[src/pkg/netsel_pkg.sv]
package netsel_pkg;

	// Decoded network mode; the reset value is the reserved code
	typedef enum logic [2:0] {
		MODE_ETH_FULL = 3'h0,
		MODE_TR_16 = 3'h1,
		MODE_ETH_HALF = 3'h3,
		MODE_TR_4 = 3'h2,
		MODE_RESERVED = 3'h6
	} net_mode_t;

	// Per-frame decision sequence, Gray along idle, armed, decided
	typedef enum logic [1:0] {
		DEC_IDLE = 2'h0,
		DEC_ARMED = 2'h1,
		DEC_DONE = 2'h3
	} dec_state_t;

	localparam int REG_ADDR_W = 4;
	localparam int REG_DATA_W = 8;

	localparam logic [REG_ADDR_W-1:0] CTRL_OFFSET = 4'h0;
	localparam logic [REG_ADDR_W-1:0] STATUS_OFFSET = 4'h4;

	// Control register fields
	localparam int CTRL_CAF_BIT = 0;
	localparam logic CTRL_CAF_RESET = 1'h0;

	// Status register fields
	localparam int STAT_MODE_LSB = 0;
	localparam int STAT_MODE_W = 3;
	localparam int STAT_TEST_BIT = 3;
	localparam int STAT_STATE_LSB = 4;
	localparam int STAT_STATE_W = 2;
	localparam int STAT_COPY_BIT = 6;
	localparam int STAT_ARI_BIT = 7;

	// Synchronised input vector layout
	localparam int SYNC_W = 8;
	localparam int IX_SEL0 = 0;
	localparam int IX_SEL1 = 1;
	localparam int IX_SEL2 = 2;
	localparam int IX_TEST_A = 3;
	localparam int IX_TEST_B = 4;
	localparam int IX_TEST_C = 5;
	localparam int IX_FAIL = 6;
	localparam int IX_MATCH = 7;

	// Pins idle high through their pullups
	localparam logic [SYNC_W-1:0] SYNC_RESET = 8'hff;

endpackage : netsel_pkg

[src/design/net_mode_select_ext_match.sv]
`timescale 1ns/1ns
`default_nettype none

module net_mode_select_ext_match
	import netsel_pkg::*;
(
	input wire logic clk_in,
	input wire logic rst_b_in,
	input wire logic adapter_reset_in,
	input wire logic net_select_0,
	input wire logic net_select_1,
	input wire logic net_select_2,
	input wire logic board_test_in_a,
	input wire logic board_test_in_b,
	input wire logic board_test_in_c,
	input wire logic ext_no_match_n,
	input wire logic ext_match_found,
	input wire logic frame_start_in,
	input wire logic copy_decide_in,
	input wire logic frame_end_in,
	input wire logic internal_match_in,
	input wire logic [REG_ADDR_W-1:0] reg_addr_in,
	input wire logic [REG_DATA_W-1:0] reg_wdata_in,
	input wire logic reg_wr_in,
	input wire logic reg_rd_in,
	output logic [REG_DATA_W-1:0] reg_rdata_out,
	output logic [2:0] net_mode_out,
	output logic token_ring_mode_out,
	output logic full_duplex_out,
	output logic mode_reserved_out,
	output logic outputs_enable_out,
	output logic input_pullup_en_out,
	output logic test_pullup_en_out,
	output logic copy_frame_out,
	output logic addr_recognized_frame_copied_bits_out,
	output logic copy_all_frames_mode_out
);

	typedef struct packed {
		net_mode_t mode_r;
		logic copy_all_frames_mode_r;
		dec_state_t dec_r;
		logic copy_r;
		logic ari_r;
		logic [REG_DATA_W-1:0] rdata_r;
	} blk_state_t;

	blk_state_t st_r;
	blk_state_t st_nxt;
	logic [SYNC_W-1:0] pins_s;
	net_mode_t decoded;
	logic test_mode;
	logic fail_s;
	logic match_s;
	logic ext_ok;

	// Every pin is off-domain, so all of them go through two flops
	pin_sync #(
		.WIDTH(SYNC_W),
		.RESET_VAL(SYNC_RESET)
	) u_sync (
		.clk_in(clk_in),
		.rst_b_in(rst_b_in),
		.pins_in({ext_match_found, ext_no_match_n, board_test_in_c, board_test_in_b,
			board_test_in_a, net_select_2, net_select_1, net_select_0}),
		.sync_out(pins_s)
	);

	assign fail_s = pins_s[IX_FAIL];
	assign match_s = pins_s[IX_MATCH];
	assign test_mode = !pins_s[IX_TEST_A] && !pins_s[IX_TEST_B];
	// Fail wins; both low is still armed and counts as no match; open pins read high
	assign ext_ok = match_s && !fail_s;

	always_comb begin
		decoded = MODE_RESERVED;
		if (pins_s[IX_SEL2]) begin
			unique case ({pins_s[IX_SEL0], pins_s[IX_SEL1]})
				2'h0: decoded = MODE_ETH_FULL;
				2'h1: decoded = MODE_TR_16;
				2'h2: decoded = MODE_ETH_HALF;
				2'h3: decoded = MODE_TR_4;
			endcase
		end
	end

	always_comb begin
		st_nxt = st_r;
		// Tracking during reset freezes the mode at release; straps move only then
		if (adapter_reset_in) begin
			st_nxt.mode_r = decoded;
		end
		if (reg_wr_in && reg_addr_in == CTRL_OFFSET) begin
			st_nxt.copy_all_frames_mode_r = reg_wdata_in[CTRL_CAF_BIT];
		end
		unique case (st_r.dec_r)
			DEC_IDLE: begin
				if (frame_start_in) begin
					st_nxt.dec_r = DEC_ARMED;
				end
			end
			DEC_ARMED: begin
				if (frame_end_in) begin
					st_nxt.dec_r = DEC_IDLE;
				end else if (copy_decide_in) begin
					st_nxt.dec_r = DEC_DONE;
					// Copy-all ignores both pins
					st_nxt.copy_r = st_r.copy_all_frames_mode_r || internal_match_in
						|| ext_ok;
					st_nxt.ari_r = internal_match_in || (ext_ok && !st_r.copy_all_frames_mode_r
						&& token_ring_mode_out);
				end
			end
			DEC_DONE: begin
				if (frame_end_in) begin
					st_nxt.dec_r = DEC_IDLE;
					st_nxt.copy_r = 1'h0;
					st_nxt.ari_r = 1'h0;
				end
			end
			default: st_nxt.dec_r = DEC_IDLE;
		endcase
		st_nxt.rdata_r = '0;
		if (reg_rd_in) begin
			if (reg_addr_in == CTRL_OFFSET) begin
				st_nxt.rdata_r[CTRL_CAF_BIT] = st_r.copy_all_frames_mode_r;
			end else if (reg_addr_in == STATUS_OFFSET) begin
				st_nxt.rdata_r[STAT_MODE_LSB +: STAT_MODE_W] = st_r.mode_r;
				st_nxt.rdata_r[STAT_TEST_BIT] = test_mode;
				st_nxt.rdata_r[STAT_STATE_LSB +: STAT_STATE_W] = st_r.dec_r;
				st_nxt.rdata_r[STAT_COPY_BIT] = st_r.copy_r;
				st_nxt.rdata_r[STAT_ARI_BIT] = st_r.ari_r;
			end
		end
	end

	always_ff @(posedge clk_in or negedge rst_b_in) begin
		if (!rst_b_in) begin
			st_r <= '{mode_r: MODE_RESERVED, copy_all_frames_mode_r: CTRL_CAF_RESET,
				dec_r: DEC_IDLE, copy_r: 1'h0, ari_r: 1'h0, rdata_r: '0};
		end else begin
			st_r <= st_nxt;
		end
	end

	assign reg_rdata_out = st_r.rdata_r;
	assign net_mode_out = st_r.mode_r;
	assign token_ring_mode_out = (st_r.mode_r == MODE_TR_16) || (st_r.mode_r == MODE_TR_4);
	assign full_duplex_out = st_r.mode_r == MODE_ETH_FULL;
	assign mode_reserved_out = st_r.mode_r == MODE_RESERVED;
	// Pad drivers float while this is low
	assign outputs_enable_out = !test_mode;
	assign input_pullup_en_out = !test_mode;
	assign test_pullup_en_out = 1'h1;
	assign copy_frame_out = st_r.copy_r;
	assign addr_recognized_frame_copied_bits_out = st_r.ari_r;
	assign copy_all_frames_mode_out = st_r.copy_all_frames_mode_r;

	logic decide_now;
	assign decide_now = st_r.dec_r == DEC_ARMED && copy_decide_in && !frame_end_in;
endmodule : net_mode_select_ext_match

`default_nettype wire

[src/design/pin_sync.sv]
`timescale 1ns/1ns
`default_nettype none

module pin_sync #(
	parameter int WIDTH = 8,
	parameter logic [WIDTH-1:0] RESET_VAL = '1
) (
	input wire logic clk_in,
	input wire logic rst_b_in,
	input wire logic [WIDTH-1:0] pins_in,
	output logic [WIDTH-1:0] sync_out
);

	typedef struct packed {
		logic [WIDTH-1:0] stage1_r;
		logic [WIDTH-1:0] stage2_r;
	} sync_state_t;

	sync_state_t st_r;
	sync_state_t st_nxt;

	// First stage feeds only the second stage
	always_comb begin
		st_nxt.stage1_r = pins_in;
		st_nxt.stage2_r = st_r.stage1_r;
	end

	always_ff @(posedge clk_in or negedge rst_b_in) begin
		if (!rst_b_in) begin
			st_r <= {RESET_VAL, RESET_VAL};
		end else begin
			st_r <= st_nxt;
		end
	end

	assign sync_out = st_r.stage2_r;

endmodule : pin_sync

`default_nettype wire

[config.mk]
export PLATFORM = sky130hd
export DESIGN_NAME = net_mode_select_ext_match
export DESIGN_NICKNAME = d
export VERILOG_FILES = /design/src/pkg/netsel_pkg.sv /design/src/design/net_mode_select_ext_match.sv /design/src/design/pin_sync.sv
export SDC_FILE = /design/constraint.sdc
export NUM_CORES = 1
export LEC_CHECK = 0
export BUFFER_PORTS_ARGS = -buffer_cell sky130_fd_sc_hd__buf_2
export CAP_MARGIN = 10
export CORE_ASPECT_RATIO = 0.75
export CORE_MARGIN = 1.5
export CORE_UTILIZATION = 28
export CTS_CLUSTER_SIZE = 28
export DETAILED_ROUTE_END_ITERATION = 6
export PLACE_DENSITY = 0.57
export SYNTH_ARGS = -nofsm -noshare
export SYNTH_HDL_FRONTEND = slang
export SYNTH_SLANG_ARGS = --single-unit
[constraint.sdc]
create_clock -name clk_in -period 3.05 [get_ports clk_in]
set_input_delay 0.305 -clock clk_in [delete_from_list [all_inputs] [get_ports clk_in]]
set_output_delay 0.305 -clock clk_in [all_outputs]
set_load 0.02 [all_outputs]
==> impl_metrics.ini <==
[power_and_ir_drop]
p_clk_frac = 0.349
netSwitchingPower_uw = 229
seqPwrFrac = 0.516
irDropWorstVdd_uv = 301
combPwrFrac = 0.135
p_int_uw = 672
sw_frac_of_total = 0.254
p_leak_uw = 0.000706
report.power.total_uw = 901
p_per_area_nw_per_um2 = 629

[yosys]
synth.distinct_cells = 29
synthArstFlopShare = 1.00
synth-seq-cells = 30
yosys.area.top_type = dfstp_2
syn-instance-count = 90
synth-seq-area-share = 0.656
synth_top_area_share = 0.358
synth_flop_cell = dfstp_2
synth_edf_count = 0
syn_area_um2 = 1170
yosys-top-cells-area = dfstp_2 (36%), dfrtp_1 (30%), buf_4 (8.3%), and2_1 (3.2%), nor2_1 (2.6%)
yosysWarnings = 0
synth.most_common_cell = dfstp_2
syn_nets = 121
synth_commonest_cells = dfstp_2 (16), dfrtp_1 (14), buf_4 (13)
synth.avg_cell_area_um2 = 13.1

[worst_setup_path]
end_kind = output pin
critical_path_class = flip-flop to output pin
critPathLaunchType = flip-flop
cp.arrival_ns = 1.30
timing.rr.start = net_mode_out[1]$_DFFE_PN1P_
cp_max_fo = 6
crit_start = net_mode_out[1]$_DFFE_PN1P_
required_ns = 2.74

[cells_and_area]
n_antenna_cell = 0
drive_above_1_share = 0.556
syn_to_final_growth_pct = 21.9
n_fill_cell = 396
post-route-util = 0.356
layout.nets = 154
seq_area_um2 = 771
multi_input_area_um2 = 295

[floorplan]
die_y_um = 59.1
core_area_um2 = 4030
initial_core_util = 0.292
die_x_um = 77.8
ios = 49
die_area_um2 = 4600
row_count = 20

[status]
status = complete, no violations

[detailed_routing]
first_iter_violations = 14
vias_per_cell = 3.88
via_count = 695
drc = 0
routed_wl_um = 1930
drtAntennaViolNets = 0
wl_per_cell_um = 10.8
first_pass_iters = 4

[timing]
drv_slew = 0
fin_ws_ns = 1.45
post-route-period-util = 0.525
slew_headroom = 0.584
rsz0062_at_grt = no
fin_crit_ns = 1.60
worst_pin_slew_ns = 0.624
fin_worst_skew_ns = 0.00304
fmax_mhz = 625
setup_viol = 0
finalSetupTns_ns = 0
finalHoldViolations = 0

[cts]
htree_levels = 2
path_clk_slew_ns = 0.06
post_cts_buffers = 0
clk-insertion-delay-late_ns = 0.28
clockBufferDepth = 2
cts_sinks = 30
hold_buffers = 0
numCtsBuffers = 5
cts_resized = 0
clock-root-buffer = clkbuf_8
cts_tree = built

[global_route]
grt_pass1_wl_um = 3020
grt_pass1_vias = 668
overflow = 0
grt.total_usage = 0.0944
grt_max_degree = 31
antenna_found_initial = 0

[flow_run]
drv_cap = 0

[place]
dp_hpwl_um = 1410
place.gp.congestion = 0.714
port_buffers = 39
dp_slack_ns = 1.75

[min_path]
hp-class = input pin to asynchronous set/reset pin
## power by group through the flow
stage | Sequential (µW) | Combinational, µW | Clock (µW)
after floorplan | 482 | 62.7 | 0
final | 465 | 121 | 315
after global placement | 470 | 121 | 0
after global routing | 470 | 133 | 349
after detailed placement | 472 | 123 | 0
after CTS | 466 | 124 | 329
## critical path: stages (launching register included)
cell     delay [ns]
dfstp_2        0.57
xnor2_1        0.08
nor2_1         0.17
buf_2          0.20
## cell type report
cell class / instances / area share
inverter: 3 / 0.00786
clock buffer: 7 / 0.0603
timing repair buffer: 39 / 0.136
tap: 55 / 0.0480
sequential: 30 / 0.538
clock inverter: 1 / 0.00349
multi-input combinational: 44 / 0.206
## routing by layer
metal	wire, µm	vias up	track usage
met5	0	-	0
met4	40	0	0.0779
met3	170	5	0.0523
met2	820	33	0.132
met1	896	310	0.106
li1	-	347	-
## cell usage in the layout, fill, tap and decap left out, types with 3 or more instances in the layout
master,instances
and2_1,6
buf_2,39
clkbuf_8,6
dfrtp_1,14
dfstp_2,16
inv_1,3
nor2_1,8
## kinds of logic after synthesis
kind of cell	synth area share
simple gates	0.166
flops	0.656
buf+inv	0.0926
compound gates	0.0341
fa+ha+maj	0.0213
mux	0.0192
other cells	0.00319
xor+xnor	0.00746
## per-stage QoR
| stage | std cells | area, µm² | hold WS (ns) |
|---|---|---|---|
| after CTS | 179 | 1430 | 0.0564 |
| final | 179 | 1430 | 0.0405 |
| after global placement | 171 | 1340 | 0.346 |
| after detailed placement | 171 | 1340 | 0.347 |
| after global routing | 179 | 1430 | 0.0844 |
| after floorplan | 90 | 1170 | 0.00941 |
## registers in the layout, summed over array words and instances (netlist names)
signal	cells
reg_rdata_out	8
addr_recognized_frame_copied_bits_out	1
net_mode_out	3
u_sync.sync_out	7
u_sync.st_nxt	7
copy_all_frames_mode_out	1
copy_frame_out	1
st_r	2
## worst paths after layout
kind	endpoint	slack [ns]	cells after the start
max in group asynchronous	reg_rdata_out[0]$_DFF_PN0_	2.60	1
min in group clk_in	u_sync.st_nxt[7]$_DFF_PN1_	0.12	1
setup reg to reg	addr_recognized_frame_copied_bits_out$_DFFE_PN0P_	1.85	3
hold reg to reg	u_sync.sync_out[3]$_DFF_PN1_	0.35	0
hold / removal	reg_rdata_out[3]$_DFF_PN0_	0.04	1
setup / recovery	token_ring_mode_out	1.45	3
(Power assumes the default switching activity.)
